$ cat src/shared/gate_cmd_cfg.svh
// constants for the gate and switching port command handler
// assumes one 100 MHz clock, an apb register slave and a byte wide host link
// How it works
// RULE1 - open command starts decoding; gate stays open until a closing cause occurs
// RULE2 - close command stops decoding, closes the gate, then sends the read result
// RULE3 - a manually closed gate always reports the no-read result
// RULE4 - activate command takes port 1 or 2 and drives it logic high
// RULE5 - host activates only ports already configured as switching outputs
// RULE6 - commands and queries use logic states; inversion turns logic high into 0V
// RULE7 - query returns 0, 1, I or P per port, from command-set states
// RULE8 - set command writes 0 or 1 per listed port; non-output ports ignored
// RULE9 - host may list some ports, but always in ascending order
// RULE10 - set command replies with status 00, 01, 02 or 03
// RULE11 - activate, and close with the gate already shut, send no reply; malformed ones change nothing
`ifndef GATE_CMD_CFG_SVH
`define GATE_CMD_CFG_SVH

// register byte offsets
`define GC_CFG_OFS 8'h00
`define GC_STAT_OFS 8'h04
`define GC_CFG_RESET 32'h0000_0000

// config field positions: two mode bits per port, then one invert bit per port
`define GC_MODE_POS 0
`define GC_INV_POS 4
// status field positions
`define GC_ST_GATE_POS 0
`define GC_ST_LOGIC_POS 1
`define GC_ST_PIN_POS 3

// buffer sizes
`define GC_CMD_MAX 12
`define GC_TX_MAX 13

// characters
`define GC_CH_CR 8'h0D
`define GC_CH_O 8'h4F
`define GC_CH_A 8'h41
`define GC_CH_S 8'h53
`define GC_CH_I 8'h49
`define GC_CH_P 8'h50
`define GC_CH_QM 8'h3F
`define GC_CH_SP 8'h20
`define GC_CH_EQ 8'h3D
`define GC_CH_SEMI 8'h3B
`define GC_CH_PLUS 8'h2B
`define GC_CH_MINUS 8'h2D
`define GC_CH_0 8'h30
`define GC_CH_1 8'h31
`define GC_CH_2 8'h32
`define GC_CH_3 8'h33
`define GC_NO_READ_CHAR 8'h3F

`endif

$ cat src/shared/gate_cmd_pkg.sv
// types for the gate and switching port command handler
// assumes gate_cmd_cfg.svh holds all numeric constants
package gate_cmd_pkg;

    typedef enum logic [2:0] {
        ST_IDLE = 3'h1,
        ST_EXEC = 3'h2,
        ST_SEND = 3'h4
    } ctrl_state_t;

    typedef enum logic [1:0] {
        MODE_PASSIVE = 2'h0,
        MODE_INPUT = 2'h1,
        MODE_OUTPUT = 2'h2
    } port_mode_t;

    typedef enum logic [2:0] {
        ACT_NONE = 3'h0,
        ACT_OPEN = 3'h1,
        ACT_CLOSE = 3'h2,
        ACT_ACTIVATE = 3'h3,
        ACT_QUERY = 3'h4,
        ACT_SET = 3'h5
    } cmd_act_t;

endpackage : gate_cmd_pkg

$ cat src/verilog/switch_port.sv
// one configurable switching port: mode, inversion, logic state and pin drive
// assumes mode and invert come from the register file of the command handler
`timescale 1ns/10ps
`include "gate_cmd_cfg.svh"
module switch_port (
    // clock and reset
    input wire logic mclk_i,
    input wire logic reset_i,
    // configuration
    input wire logic [1:0] mode_i,
    input wire logic invert_i,
    // state write
    input wire logic set_i,
    input wire logic value_i,
    // pin
    input wire logic pin_i,
    output logic pin_o,
    output logic pin_oe_n_o,
    // state view
    output logic logic_o,
    output logic in_level_o
);
    logic is_output;
    logic state;

    assign is_output = (mode_i == gate_cmd_pkg::MODE_OUTPUT);

    // writes to a port that is not an output are dropped [RULE8]
    always_ff @(posedge mclk_i) begin
        if (reset_i) begin
            state <= 1'b0;
        end else if (set_i && is_output) begin
            state <= value_i;
        end
    end

    // pin level is the logic state after inversion [RULE6]
    always_ff @(posedge mclk_i) begin
        if (reset_i) begin
            pin_o <= 1'b0;
            pin_oe_n_o <= 1'b1;
            logic_o <= 1'b0;
            in_level_o <= 1'b0;
        end else begin
            pin_o <= state ^ invert_i;
            pin_oe_n_o <= ~is_output;
            logic_o <= state;
            in_level_o <= pin_i ^ invert_i;
        end
    end
endmodule : switch_port

$ cat src/verilog/gate_and_output_command_handler.sv
// host command interpreter for the read gate and the two switching ports
// assumes host bytes arrive synchronous to mclk_i, each command ends in CR,
// and the decoding engine reports its own closing causes as one-cycle pulses
`timescale 1ns/10ps
`include "gate_cmd_cfg.svh"
module gate_and_output_command_handler (
    // clock and reset
    input wire logic mclk_i,
    input wire logic reset_i,
    // apb slave
    input wire logic [7:0] paddr_i,
    input wire logic psel_i,
    input wire logic penable_i,
    input wire logic pwrite_i,
    input wire logic [31:0] pwdata_i,
    output logic [31:0] prdata_o,
    output logic pready_o,
    output logic pslverr_o,
    // host receive stream
    input wire logic [7:0] rx_data_i,
    input wire logic rx_valid_i,
    output logic rx_ready_o,
    // host transmit stream
    input wire logic tx_ready_i,
    output logic [7:0] tx_data_o,
    output logic tx_valid_o,
    // decoding engine
    input wire logic quality_met_i,
    input wire logic timeout_i,
    input wire logic scan_limit_i,
    output logic decode_en_o,
    output logic no_read_result_o,
    // switching ports, index 0 is switch_port_one
    input wire logic [1:0] pin_i,
    output logic [1:0] pin_o,
    output logic [1:0] pin_oe_n_o
);
    gate_cmd_pkg::ctrl_state_t state;
    logic [31:0] cfg;
    logic [7:0] cmd_buf [0:`GC_CMD_MAX-1];
    logic [3:0] cmd_len;
    logic cmd_ovf;
    logic [7:0] tx_buf [0:`GC_TX_MAX-1];
    logic [3:0] tx_len;
    logic [3:0] tx_idx;
    logic [1:0] port_logic;
    logic [1:0] port_in;
    logic [1:0] in_prev;
    logic [1:0] port_set;
    logic [1:0] port_val;
    logic rx_take;
    logic cr_seen;
    logic apb_setup;
    logic apb_write;
    logic switch_close;
    gate_cmd_pkg::cmd_act_t act;
    logic [1:0] act_mask;
    logic [1:0] act_val;
    logic [7:0] act_status;

    assign rx_take = rx_valid_i && rx_ready_o;
    assign cr_seen = rx_take && (rx_data_i == `GC_CH_CR);
    assign apb_setup = psel_i && !penable_i;
    assign apb_write = psel_i && penable_i && pready_o && pwrite_i;

    // checks one "Sn=v" field; returns 00, 01 or 02 as a status digit
    function automatic logic [7:0] field_check(input logic [7:0] s, input logic [7:0] n,
                                               input logic [7:0] eq, input logic [7:0] v);
        logic [7:0] res;
        res = `GC_CH_0;
        if (s != `GC_CH_S || eq != `GC_CH_EQ) begin
            res = `GC_CH_1;
        end else if ((n != `GC_CH_1 && n != `GC_CH_2) || (v != `GC_CH_0 && v != `GC_CH_1)) begin
            res = `GC_CH_2;
        end
        return res;
    endfunction : field_check

    // command decode from the collected line
    always_comb begin
        logic [7:0] st_a;
        logic [7:0] st_b;
        logic is_oa;
        st_a = `GC_CH_0;
        st_b = `GC_CH_0;
        act = gate_cmd_pkg::ACT_NONE;
        act_mask = 2'h0;
        act_val = 2'h0;
        act_status = `GC_CH_0;
        is_oa = (cmd_len >= 4'h3) && (cmd_buf[0] == `GC_CH_O) && (cmd_buf[1] == `GC_CH_A);
        if (!cmd_ovf && cmd_len == 4'h1 && cmd_buf[0] == `GC_CH_PLUS) begin
            act = gate_cmd_pkg::ACT_OPEN; // [RULE1]
        end else if (!cmd_ovf && cmd_len == 4'h1 && cmd_buf[0] == `GC_CH_MINUS) begin
            act = gate_cmd_pkg::ACT_CLOSE; // [RULE2]
        end else if (is_oa && cmd_buf[2] == `GC_CH_SP) begin
            act = gate_cmd_pkg::ACT_SET; // [RULE10]
            if (cmd_ovf) begin
                act_status = `GC_CH_3;
            end else if (cmd_len == 4'h7) begin
                act_status = field_check(cmd_buf[3], cmd_buf[4], cmd_buf[5], cmd_buf[6]);
                act_mask[cmd_buf[4][1]] = 1'b1;
                act_val[cmd_buf[4][1]] = cmd_buf[6][0];
            end else if (cmd_len == 4'hC) begin
                st_a = field_check(cmd_buf[3], cmd_buf[4], cmd_buf[5], cmd_buf[6]);
                st_b = field_check(cmd_buf[8], cmd_buf[9], cmd_buf[10], cmd_buf[11]);
                // two fields must be S1 then S2; any other order is a syntax error unless a field is out of range, which gives 02
                if (cmd_buf[7] != `GC_CH_SEMI || st_a == `GC_CH_1 || st_b == `GC_CH_1) begin
                    act_status = `GC_CH_1;
                end else if (st_a == `GC_CH_2 || st_b == `GC_CH_2) begin
                    act_status = `GC_CH_2;
                end else if (cmd_buf[4] != `GC_CH_1 || cmd_buf[9] != `GC_CH_2) begin
                    act_status = `GC_CH_1; // [RULE9]
                end
                act_mask = 2'h3;
                act_val = {cmd_buf[11][0], cmd_buf[6][0]};
            end else begin
                act_status = `GC_CH_1;
            end
            if (act_status != `GC_CH_0) begin
                act_mask = 2'h0;
            end
        end else if (is_oa && !cmd_ovf && cmd_len == 4'h3) begin
            if (cmd_buf[2] == `GC_CH_QM) begin
                act = gate_cmd_pkg::ACT_QUERY; // [RULE7]
            end else if (cmd_buf[2] == `GC_CH_1 || cmd_buf[2] == `GC_CH_2) begin
                act = gate_cmd_pkg::ACT_ACTIVATE; // [RULE4]
                act_mask[cmd_buf[2][1]] = 1'b1;
                act_val = 2'h3;
            end
        end
        // anything else, such as a bad port index, is dropped silently [RULE11]
    end

    // query code for one port
    function automatic logic [7:0] port_code(input logic [1:0] mode, input logic lvl);
        logic [7:0] res;
        res = `GC_CH_P;
        if (mode == gate_cmd_pkg::MODE_OUTPUT) begin
            res = lvl ? `GC_CH_1 : `GC_CH_0;
        end else if (mode == gate_cmd_pkg::MODE_INPUT) begin
            res = `GC_CH_I;
        end
        return res;
    endfunction : port_code

    // line collection; overlong lines are flagged, not wrapped
    always_ff @(posedge mclk_i) begin
        if (reset_i) begin
            cmd_len <= 4'h0;
            cmd_ovf <= 1'b0;
        end else if (state == gate_cmd_pkg::ST_EXEC) begin
            cmd_len <= 4'h0;
            cmd_ovf <= 1'b0;
        end else if (rx_take && !cr_seen) begin
            if (cmd_len == 4'(`GC_CMD_MAX)) begin
                cmd_ovf <= 1'b1;
            end else begin
                cmd_buf[cmd_len] <= rx_data_i;
                cmd_len <= cmd_len + 4'h1;
            end
        end
    end

    // sequencer; receive is held off while a reply goes out, so no line is lost
    always_ff @(posedge mclk_i) begin
        if (reset_i) begin
            state <= gate_cmd_pkg::ST_IDLE;
            rx_ready_o <= 1'b1;
        end else begin
            case (state)
                gate_cmd_pkg::ST_IDLE: begin
                    if (cr_seen) begin
                        state <= gate_cmd_pkg::ST_EXEC;
                        rx_ready_o <= 1'b0;
                    end
                end
                gate_cmd_pkg::ST_EXEC: begin
                    if (act == gate_cmd_pkg::ACT_QUERY || act == gate_cmd_pkg::ACT_SET ||
                        (act == gate_cmd_pkg::ACT_CLOSE && decode_en_o)) begin
                        state <= gate_cmd_pkg::ST_SEND;
                    end else begin
                        state <= gate_cmd_pkg::ST_IDLE;
                        rx_ready_o <= 1'b1;
                    end
                end
                gate_cmd_pkg::ST_SEND: begin
                    if (tx_valid_o && tx_ready_i && tx_idx == tx_len - 4'h1) begin
                        state <= gate_cmd_pkg::ST_IDLE;
                        rx_ready_o <= 1'b1;
                    end
                end
                default: begin
                    state <= gate_cmd_pkg::ST_IDLE;
                    rx_ready_o <= 1'b1;
                end
            endcase
        end
    end

    // reply framing
    always_ff @(posedge mclk_i) begin
        if (reset_i) begin
            tx_len <= 4'h0;
        end else if (state == gate_cmd_pkg::ST_EXEC) begin
            tx_buf[0] <= `GC_CH_O;
            tx_buf[1] <= `GC_CH_A;
            if (act == gate_cmd_pkg::ACT_QUERY) begin
                tx_buf[2] <= `GC_CH_SP;
                tx_buf[3] <= `GC_CH_S;
                tx_buf[4] <= `GC_CH_1;
                tx_buf[5] <= `GC_CH_EQ;
                tx_buf[6] <= port_code(cfg[`GC_MODE_POS +: 2], port_logic[0]); // [RULE7]
                tx_buf[7] <= `GC_CH_SEMI;
                tx_buf[8] <= `GC_CH_S;
                tx_buf[9] <= `GC_CH_2;
                tx_buf[10] <= `GC_CH_EQ;
                tx_buf[11] <= port_code(cfg[`GC_MODE_POS + 2 +: 2], port_logic[1]); // [RULE7]
                tx_buf[12] <= `GC_CH_CR;
                tx_len <= 4'hD;
            end else if (act == gate_cmd_pkg::ACT_SET) begin
                tx_buf[2] <= `GC_CH_EQ;
                tx_buf[3] <= `GC_CH_0;
                tx_buf[4] <= act_status; // [RULE10]
                tx_buf[5] <= `GC_CH_CR;
                tx_len <= 4'h6;
            end else begin
                // manual close reports no-read, since no read criterion could be met [RULE3]
                tx_buf[0] <= `GC_NO_READ_CHAR;
                tx_buf[1] <= `GC_CH_CR;
                tx_len <= 4'h2;
            end
        end
    end

    // byte output
    always_ff @(posedge mclk_i) begin
        if (reset_i) begin
            tx_idx <= 4'h0;
            tx_valid_o <= 1'b0;
            tx_data_o <= 8'h00;
        end else if (state == gate_cmd_pkg::ST_EXEC) begin
            tx_idx <= 4'h0;
            tx_valid_o <= 1'b0;
        end else if (state == gate_cmd_pkg::ST_SEND) begin
            if (!tx_valid_o) begin
                tx_valid_o <= 1'b1;
                tx_data_o <= tx_buf[tx_idx];
            end else if (tx_ready_i) begin
                if (tx_idx == tx_len - 4'h1) begin
                    tx_valid_o <= 1'b0;
                end else begin
                    tx_data_o <= tx_buf[tx_idx + 4'h1];
                end
                tx_idx <= tx_idx + 4'h1;
            end
        end
    end

    // a rising logic level on a port configured as input closes the gate
    always_ff @(posedge mclk_i) begin
        if (reset_i) begin
            in_prev <= 2'h0;
        end else begin
            in_prev <= port_in;
        end
    end

    always_comb begin
        switch_close = 1'b0;
        for (int i = 0; i < 2; i++) begin
            if (cfg[`GC_MODE_POS + 2 * i +: 2] == gate_cmd_pkg::MODE_INPUT &&
                port_in[i] && !in_prev[i]) begin
                switch_close = 1'b1;
            end
        end
    end

    // read gate; a later close cause only ends decoding, the engine reports its own result
    always_ff @(posedge mclk_i) begin
        if (reset_i) begin
            decode_en_o <= 1'b0;
            no_read_result_o <= 1'b0;
        end else begin
            no_read_result_o <= 1'b0;
            if (state == gate_cmd_pkg::ST_EXEC && act == gate_cmd_pkg::ACT_OPEN) begin
                decode_en_o <= 1'b1; // [RULE1]
            end else if (state == gate_cmd_pkg::ST_EXEC && act == gate_cmd_pkg::ACT_CLOSE) begin
                decode_en_o <= 1'b0; // [RULE2]
                no_read_result_o <= decode_en_o; // [RULE3]
            end else if (quality_met_i || timeout_i || scan_limit_i || switch_close) begin
                decode_en_o <= 1'b0; // [RULE1]
            end
        end
    end

    // port writes; activation of a non-output port is dropped inside the port [RULE5]
    assign port_set = (state == gate_cmd_pkg::ST_EXEC) ? act_mask : 2'h0; // [RULE8]
    assign port_val = act_val;

    generate
        for (genvar g = 0; g < 2; g++) begin : g_port
            switch_port u_port (
                .mclk_i(mclk_i),
                .reset_i(reset_i),
                .mode_i(cfg[`GC_MODE_POS + 2 * g +: 2]),
                .invert_i(cfg[`GC_INV_POS + g]),
                .set_i(port_set[g]),
                .value_i(port_val[g]),
                .pin_i(pin_i[g]),
                .pin_o(pin_o[g]),
                .pin_oe_n_o(pin_oe_n_o[g]),
                .logic_o(port_logic[g]),
                .in_level_o(port_in[g])
            );
        end
    endgenerate

    // apb: answer one cycle after setup, so pready and read data come from flops
    always_ff @(posedge mclk_i) begin
        if (reset_i) begin
            pready_o <= 1'b0;
            pslverr_o <= 1'b0;
            prdata_o <= 32'h0000_0000;
        end else if (apb_setup) begin
            pready_o <= 1'b1;
            pslverr_o <= (paddr_i != `GC_CFG_OFS) && (paddr_i != `GC_STAT_OFS);
            prdata_o <= 32'h0000_0000;
            if (!pwrite_i && paddr_i == `GC_CFG_OFS) begin
                prdata_o <= cfg;
            end else if (!pwrite_i && paddr_i == `GC_STAT_OFS) begin
                prdata_o[`GC_ST_GATE_POS] <= decode_en_o;
                prdata_o[`GC_ST_LOGIC_POS +: 2] <= port_logic;
                prdata_o[`GC_ST_PIN_POS +: 2] <= pin_o;
            end
        end else begin
            pready_o <= 1'b0;
            pslverr_o <= 1'b0;
        end
    end

    // only the six defined config bits are writable
    always_ff @(posedge mclk_i) begin
        if (reset_i) begin
            cfg <= `GC_CFG_RESET;
        end else if (apb_write && paddr_i == `GC_CFG_OFS) begin
            cfg <= {26'h0, pwdata_i[5:0]};
        end
    end
endmodule : gate_and_output_command_handler

$ cat config.mk
export PLATFORM = sky130hd
export DESIGN_NAME = gate_and_output_command_handler
export DESIGN_NICKNAME = d
export VERILOG_FILES = /design/src/shared/gate_cmd_pkg.sv /design/src/verilog/switch_port.sv /design/src/verilog/gate_and_output_command_handler.sv
export VERILOG_INCLUDE_DIRS = /design/src /design/src/shared
export SDC_FILE = /design/constraint.sdc
export NUM_CORES = 1
export LEC_CHECK = 0
export BUFFER_PORTS_ARGS = -buffer_cell sky130_fd_sc_hd__buf_4
export CELL_PAD_IN_SITES_DETAIL_PLACEMENT = 1
export CELL_PAD_IN_SITES_GLOBAL_PLACEMENT = 1
export CORE_ASPECT_RATIO = 1.1
export CORE_MARGIN = 1
export CORE_UTILIZATION = 45
export DETAILED_ROUTE_END_ITERATION = 6
export PLACE_DENSITY = 0.76
export SETUP_SLACK_MARGIN = 0.5
export SYNTH_ARGS = -nofsm -noshare
export SYNTH_HDL_FRONTEND = slang
export SYNTH_HIERARCHICAL = 1
export SYNTH_SLANG_ARGS = --single-unit
$ cat constraint.sdc
create_clock -name mclk_i -period 2.9 [get_ports mclk_i]
set_clock_uncertainty 0.2 [all_clocks]
set_input_delay 0.29 -clock mclk_i [delete_from_list [all_inputs] [get_ports mclk_i]]
set_output_delay 0.29 -clock mclk_i [all_outputs]
set_load 0.05 [all_outputs]
; Word level (Yosys, flattened, before mapping)
; Memories as Yosys holds them, arrays and structs flattened. A register that Yosys moved wholly into a read port is not among the register bits.
; Index checks and enable logic that the tools add are counted.
[word_totals]
ff_bits = 80
latchBits = 0
mem_bits_rw = 200
rom_bits = 0
out_inout_bits = 50
word_cells = 295
memories = 2
[memory_table]
columns = memory, depth, width, read_ports, rd_ports_with_merged_regs, wr, line_no
row1 = tx_buf, 13, 8, 2, 1, 13, gate_and_output_command_handler.sv:43  ; logic [7:0] tx_buf [0:`GC_TX_MAX-1];
row2 = cmd_buf, 12, 8, 12, 0, 1, gate_and_output_command_handler.sv:40  ; logic [7:0] cmd_buf [0:`GC_CMD_MAX-1];
[op_classes]
addsub = 3
multipliers = 0
div = 0
n_lt_le_gt_ge = 5
n_eq_ne = 50
shift = 0
n_mux = 125
bitwise_logic = 17
n_reduce_logical = 68
[ops]
columns = op, n
row1 = 8-bit two-way mux, 36
row2 = 8-bit by 6-bit inequality test with 1-bit output (second input constant), 12
row3 = 8-bit by 6-bit equality test with 1-bit output (second input constant), 10
row4 = 2-bit two-way mux, 27
row5 = 1-bit two-way mux, 40
row6 = 1-bit logical AND, 36
row7 = 3-bit two-way mux, 9
row8 = 5-bit two-way mux, 4
row9 = 8-bit by 7-bit equality test with 1-bit output (second input constant), 2
row10 = 8-bit by 7-bit inequality test with 1-bit output (second input constant), 2
row11 = 1-bit logical OR, 14
row12 = 7-bit two-way mux, 2
row13 = 4-bit two-way mux, 3
row14 = 2-bit inequality test (second input constant), 5
row15 = 3-bit equality test (second input constant), 3
row16 = 3-bit one-hot mux with 3 select lines, 1
row17 = 4-bit by 1-bit adder with 4-bit output (second input constant), 2
row18 = 8-bit by 3-bit equality test with 1-bit output (second input constant), 1
row19 = 8-bit by 4-bit equality test with 1-bit output (second input constant), 1
row20 = 8-bit zero test, 1
row21 = 8-bit by 3-bit inequality test with 1-bit output (second input constant), 1
row22 = 8-bit nonzero test, 1
row23 = 3-bit by 1-bit equality test with 1-bit output (second input constant), 2
row24 = 3-bit by 2-bit equality test with 1-bit output (second input constant), 2
row25 = 24 further kinds, 51

; Longest topological paths before layout
; An unclocked memory read counts as a cell.
[logic_depth]
word_depth = 29
depth_mapped = 11

; By module
; The synthesis kept the hierarchy.
[by_module_without_submodules]
columns = mod, n_inst, cells_each, area_each_um2
row1 = gate_and_output_command_handler, 1, 603, 7018.0
row2 = switch_port, 2, 14, 183.9

; Worst setup path after synthesis
; OpenSTA, ideal clock, no wires.
[synth_path]
path_kind = register -> register
start = memory cmd_buf[8][2]
end = register g_port[1].u_port.state
t_arrival_ns = 2.124
path_slack_ns = 0.454
stages_incl_launch_ff = 9
n_path_buf = 0
period_less_slack_ns = 2.446
path_cell_list = edfxtp_1 -> nor4b_2 -> nand4_1 -> or4_4 -> o221ai_1 -> o22ai_1 -> and2_1 -> nand3b_4 -> mux2_4
[synth_lines]
columns = item, line_no
row1 = from (decl), gate_and_output_command_handler.sv:40
row2 = to (signal assigned), switch_port.sv:33  ; state <= value_i;
row3 = to (decl), switch_port.sv:24  ; logic state;

==> impl_metrics.xml <==
<?xml version="1.0" encoding="UTF-8"?>
<metrics>
  <group name="run_status">
    <metric name="outcome" unit="">complete, no violations</metric>
  </group>
  <group name="sta">
    <metric name="final-setup-viol-count" unit="">0</metric>
    <metric name="maxSlewViolCount" unit="">0</metric>
    <metric name="fin_setup_tns" unit="ns">0</metric>
    <metric name="timing.final.hold_violations" unit="">0</metric>
    <metric name="fmax" unit="GHz">0.396</metric>
    <metric name="grt_setup_unrepaired" unit="">true</metric>
    <metric name="max_slew.worst_pin.slew" unit="ns">0.800</metric>
    <metric name="slew_headroom" unit="">0.463</metric>
    <metric name="final.period_utilization" unit="">0.872</metric>
    <metric name="period_minus_slack" unit="ns">2.53</metric>
  </group>
  <group name="finish">
    <metric name="layout.core_utilization" unit="">0.562</metric>
    <metric name="layout-drive-gt1-share" unit="">0.229</metric>
    <metric name="diodes" unit="">0</metric>
    <metric name="area_taken_by_flip_flops_and_latches" unit="mm²">0.00445</metric>
    <metric name="mostFrequentLayoutCell" unit="">sky130_fd_sc_hd__edfxtp_1</metric>
    <metric name="fill_cells" unit="">1636</metric>
    <metric name="multi_input_comb_area" unit="mm²">0.00282</metric>
    <metric name="layout.nets" unit="">784</metric>
    <metric name="area_growth_syn_to_layout" unit="%">20.7</metric>
    <metric name="layout_common_cells" unit="">108 x sky130_fd_sc_hd__edfxtp_1, 76 x sky130_fd_sc_hd__buf_4, 63 x sky130_fd_sc_hd__nor2_1</metric>
  </group>
  <group name="synthesis">
    <metric name="synth.yosys.warnings" unit="">6</metric>
    <metric name="syn_area_per_cell" unit="µm²">11.7</metric>
    <metric name="synth_async_sr_flop_share" unit="">0</metric>
    <metric name="synth.distinct_cells" unit="">72</metric>
    <metric name="synth_xor_xnor_area_share" unit="">0.0285</metric>
    <metric name="synthesized_netlist_cell_count" unit="">631</metric>
    <metric name="yosysSeqAreaShare" unit="">0.602</metric>
    <metric name="synth-compound-area-share" unit="">0.0854</metric>
    <metric name="postSynthRegisterBits" unit="">168</metric>
    <metric name="post_synth_instance_area" unit="mm²">0.00739</metric>
    <metric name="synth_top_family_by_area" unit="">simple AND/OR/NAND/NOR gates</metric>
    <metric name="synth_adder_area_share" unit="">0.0136</metric>
    <metric name="post_synth_and_or_nand_nor_area_fraction" unit="">0.187</metric>
    <metric name="yosys_most_used_dff" unit="">sky130_fd_sc_hd__edfxtp_1</metric>
    <metric name="post_synth_edffs" unit="">108</metric>
    <metric name="multiplexer_fraction_of_the_synthesized_cell_area" unit="">0.0295</metric>
  </group>
  <group name="critical_path">
    <metric name="worst_ep_arrival_time" unit="ns">2.63</metric>
    <metric name="worst_setup_path_end_kind" unit="">register</metric>
    <metric name="timing.setup.critical_path_class" unit="">register to register</metric>
    <metric name="critical_path.max_fanout" unit="">3</metric>
    <metric name="timing.critical_path.from_type" unit="">register</metric>
    <metric name="cp_data_required_time" unit="ns">3.01</metric>
  </group>
  <group name="die">
    <metric name="initial_utilization" unit="">0.466</metric>
    <metric name="die_width" unit="µm">124</metric>
    <metric name="die-height" unit="µm">136</metric>
    <metric name="design.die.area" unit="mm²">0.0169</metric>
    <metric name="pin_count" unit="">110</metric>
    <metric name="num_rows" unit="">48</metric>
    <metric name="placeableCoreArea" unit="mm²">0.0159</metric>
  </group>
  <group name="grt">
    <metric name="gr-max-usage-layer" unit="">met2</metric>
    <metric name="grt_pass1_wl" unit="µm">27600</metric>
    <metric name="total_grt_usage" unit="">0.220</metric>
    <metric name="grt_use_met1" unit="">0.247</metric>
    <metric name="grt_antenna_before_repair" unit="">0</metric>
    <metric name="grt_start_max_net_pins" unit="">33</metric>
    <metric name="overflow" unit="">0</metric>
    <metric name="first_global_vias" unit="">5350</metric>
    <metric name="global_route.usage.met3" unit="">0.0407</metric>
    <metric name="groute.layer.met2.usage" unit="">0.406</metric>
  </group>
  <group name="routing">
    <metric name="drt_iter0_drc" unit="">163</metric>
    <metric name="routed_via_density" unit="">5.60</metric>
    <metric name="detail_route.first_pass.iterations" unit="">5</metric>
    <metric name="routed_wire_length_per_instance" unit="µm">19.8</metric>
    <metric name="finalWirelength" unit="µm">18400</metric>
    <metric name="drtAntennaViolNets" unit="">0</metric>
    <metric name="vias_after_detailed_routing" unit="">5199</metric>
    <metric name="drc_errors" unit="">0</metric>
  </group>
  <group name="power">
    <metric name="power.static_leakage" unit="nW">3.28</metric>
    <metric name="p_int" unit="mW">3.91</metric>
    <metric name="powerDensity" unit="mW/mm²">578</metric>
    <metric name="clock_power_share" unit="">0.428</metric>
    <metric name="switching_share" unit="">0.243</metric>
    <metric name="power_frac_seq" unit="">0.505</metric>
    <metric name="net_switching_power" unit="mW">1.25</metric>
    <metric name="power.combinational.fraction" unit="">0.067</metric>
    <metric name="vdd_ir_drop_max" unit="mV">0.481</metric>
  </group>
  <group name="clocking">
    <metric name="clock_tree.buffer_depth" unit="">2</metric>
    <metric name="clock_insertion_delay_worst_skew" unit="ns">0.42</metric>
    <metric name="cts_tree" unit="">yes</metric>
    <metric name="cts-buffers-inserted" unit="">17</metric>
    <metric name="tritoncts_num_sinks" unit="">168</metric>
    <metric name="clkSlewWorstSetupHoldPaths" unit="ns">0.07</metric>
    <metric name="htree_num_levels" unit="">4</metric>
    <metric name="root_buffer" unit="">sky130_fd_sc_hd__clkbuf_16</metric>
  </group>
  <group name="place">
    <metric name="hpwlAfterDp" unit="µm">12400</metric>
    <metric name="numPortBuffers" unit="">56</metric>
    <metric name="gp_congestion" unit="">0.852</metric>
  </group>
  <group name="flow_run">
    <metric name="max_cap_violations" unit="">0</metric>
  </group>
  <group name="min_path">
    <metric name="hp-class" unit="">primary input to register</metric>
  </group>
</metrics>
==> sequential cells by signal, indices dropped and copies added, names as in the netlist, named ones only <==
| register | flops |
|---|---|
| tx_buf | 16 |
| tx_idx | 4 |
| no_read_result_o | 1 |
| cmd_ovf | 1 |
| tx_len | 3 |
| g_port.u_port/pin_oe_n_o | 2 |
| cmd_len | 4 |
| rx_ready_o | 1 |
| cmd_buf | 96 |
| tx_data_o | 7 |
| g_port.u_port/in_level_o | 2 |
| cfg | 6 |
| g_port.u_port/logic_o | 2 |
| decode_en_o | 1 |
| tx_valid_o | 1 |
| state | 3 |
| prdata_o | 6 |
| g_port.u_port/pin_o | 2 |
| pready_o | 1 |
| pslverr_o | 1 |
| g_port.u_port/state | 2 |
| in_prev | 2 |
==> critical path, cell delays in order, from the launching register on <==
cell                       delay (ns)
sky130_fd_sc_hd__edfxtp_1        0.38
sky130_fd_sc_hd__nor4b_2         0.29
sky130_fd_sc_hd__nand4_1         0.17
sky130_fd_sc_hd__or4_4           0.49
sky130_fd_sc_hd__o221ai_4        0.24
sky130_fd_sc_hd__o22ai_2         0.10
sky130_fd_sc_hd__and2_4          0.18
sky130_fd_sc_hd__nand3b_4        0.07
sky130_fd_sc_hd__mux2_4          0.29
==> per-layer routing <==
layer	routed length, µm	up-vias
li1	-	2424
met1	7210	2609
met2	10000	128
met3	679	38
met4	466	0
met5	0	-
==> repair_timing <==
item,in CTS,in global routing
endpoints found under the setup margin,106,113
hold buffers,15,0
resized for setup,33,18
hold endpoints to repair,38,0
gates cloned,0,1
buffers inserted,4,4
pin swaps,9,15
==> through the flow <==
| stage | hold WS, ns | total power, mW | std cells | instance area, µm² | setup WS, ns |
|---|---|---|---|---|---|
| 2_1_floorplan | 0.162 | 2.87 | 657 | 7490 | 0.497 |
| 4_1_cts | 0.00112 | 5.19 | 924 | 8790 | 0.344 |
| 3_3_place_gp | 0.251 | 2.95 | 873 | 7940 | 0.261 |
| 6_report | 0.00723 | 5.16 | 929 | 8920 | 0.372 |
| 5_1_grt | 0.00295 | 5.29 | 929 | 8920 | 0.281 |
| 3_5_place_dp | 0.261 | 2.96 | 873 | 7940 | 0.195 |
==> power by group through the flow <==
stage,sequential [mW],combinational [mW],clock [mW]
after floorplan,2.67,0.202,0
after detailed placement,2.66,0.304,0
after CTS,2.61,0.333,2.25
after global routing,2.61,0.366,2.32
final,2.61,0.346,2.20
after global placement,2.65,0.295,0
==> synth_stat cells (6+ instances only) <==
library cell | n | area share
sky130_fd_sc_hd__ha_1 | 8 | 0.014
sky130_fd_sc_hd__inv_1 | 22 | 0.011
sky130_fd_sc_hd__nand2_1 | 37 | 0.019
sky130_fd_sc_hd__nand3b_1 | 8 | 0.0081
sky130_fd_sc_hd__dfxtp_1 | 60 | 0.16
sky130_fd_sc_hd__mux2i_1 | 12 | 0.016
sky130_fd_sc_hd__a22oi_1 | 6 | 0.0061
sky130_fd_sc_hd__nand4_1 | 12 | 0.010
sky130_fd_sc_hd__edfxtp_1 | 108 | 0.44
sky130_fd_sc_hd__clkbuf_1 | 18 | 0.0091
sky130_fd_sc_hd__o21ai_0 | 16 | 0.011
sky130_fd_sc_hd__nand2b_1 | 8 | 0.0068
sky130_fd_sc_hd__and2_1 | 18 | 0.015
sky130_fd_sc_hd__nor3_1 | 19 | 0.013
sky130_fd_sc_hd__nor3b_1 | 6 | 0.0061
sky130_fd_sc_hd__xnor2_1 | 15 | 0.018
sky130_fd_sc_hd__o31ai_1 | 7 | 0.0071
sky130_fd_sc_hd__buf_4 | 27 | 0.027
sky130_fd_sc_hd__nand3_1 | 12 | 0.0081
sky130_fd_sc_hd__a21oi_1 | 26 | 0.018
sky130_fd_sc_hd__mux2_2 | 6 | 0.0091
sky130_fd_sc_hd__xor2_1 | 9 | 0.011
sky130_fd_sc_hd__nor2b_1 | 12 | 0.010
sky130_fd_sc_hd__nor2_1 | 63 | 0.032
==> area by class of cell <==
class	count	area share
clock buffer	17	0.0477
clock inverter	15	0.0177
inverter	22	0.00954
multi-input combinational	415	0.317
sequential	168	0.499
tap	200	0.0281
timing repair buffer	91	0.0808
timing repair inverter	1	0.000842
==> cells by family after synthesis <==
group	count (synthesis)
and+or+nand+nor	241
AOI/OAI and AO/OA	95
muxes	20
buffers and inverters	74
DFF	168
adders and majority gates	8
xor gates and xnor gates	24
other	1
==> worst paths after layout <==
| path | start | to | slack (ns) | cells past startpoint |
|---|---|---|---|---|
| worst max-delay path | cmd_buf[10][7] | g_port[0].u_port/state | 0.37 | 8 |
| worst max register to register | cmd_buf[10][7] | g_port[0].u_port/state | 0.37 | 8 |
| worst min-delay path | rx_data_i[1] | cmd_buf[3][1] | 0.007 | 1 |
| worst min register to register | g_port[0].u_port/in_level_o | in_prev[0] | 0.27 | 1 |
(Power assumes the default switching activity.)
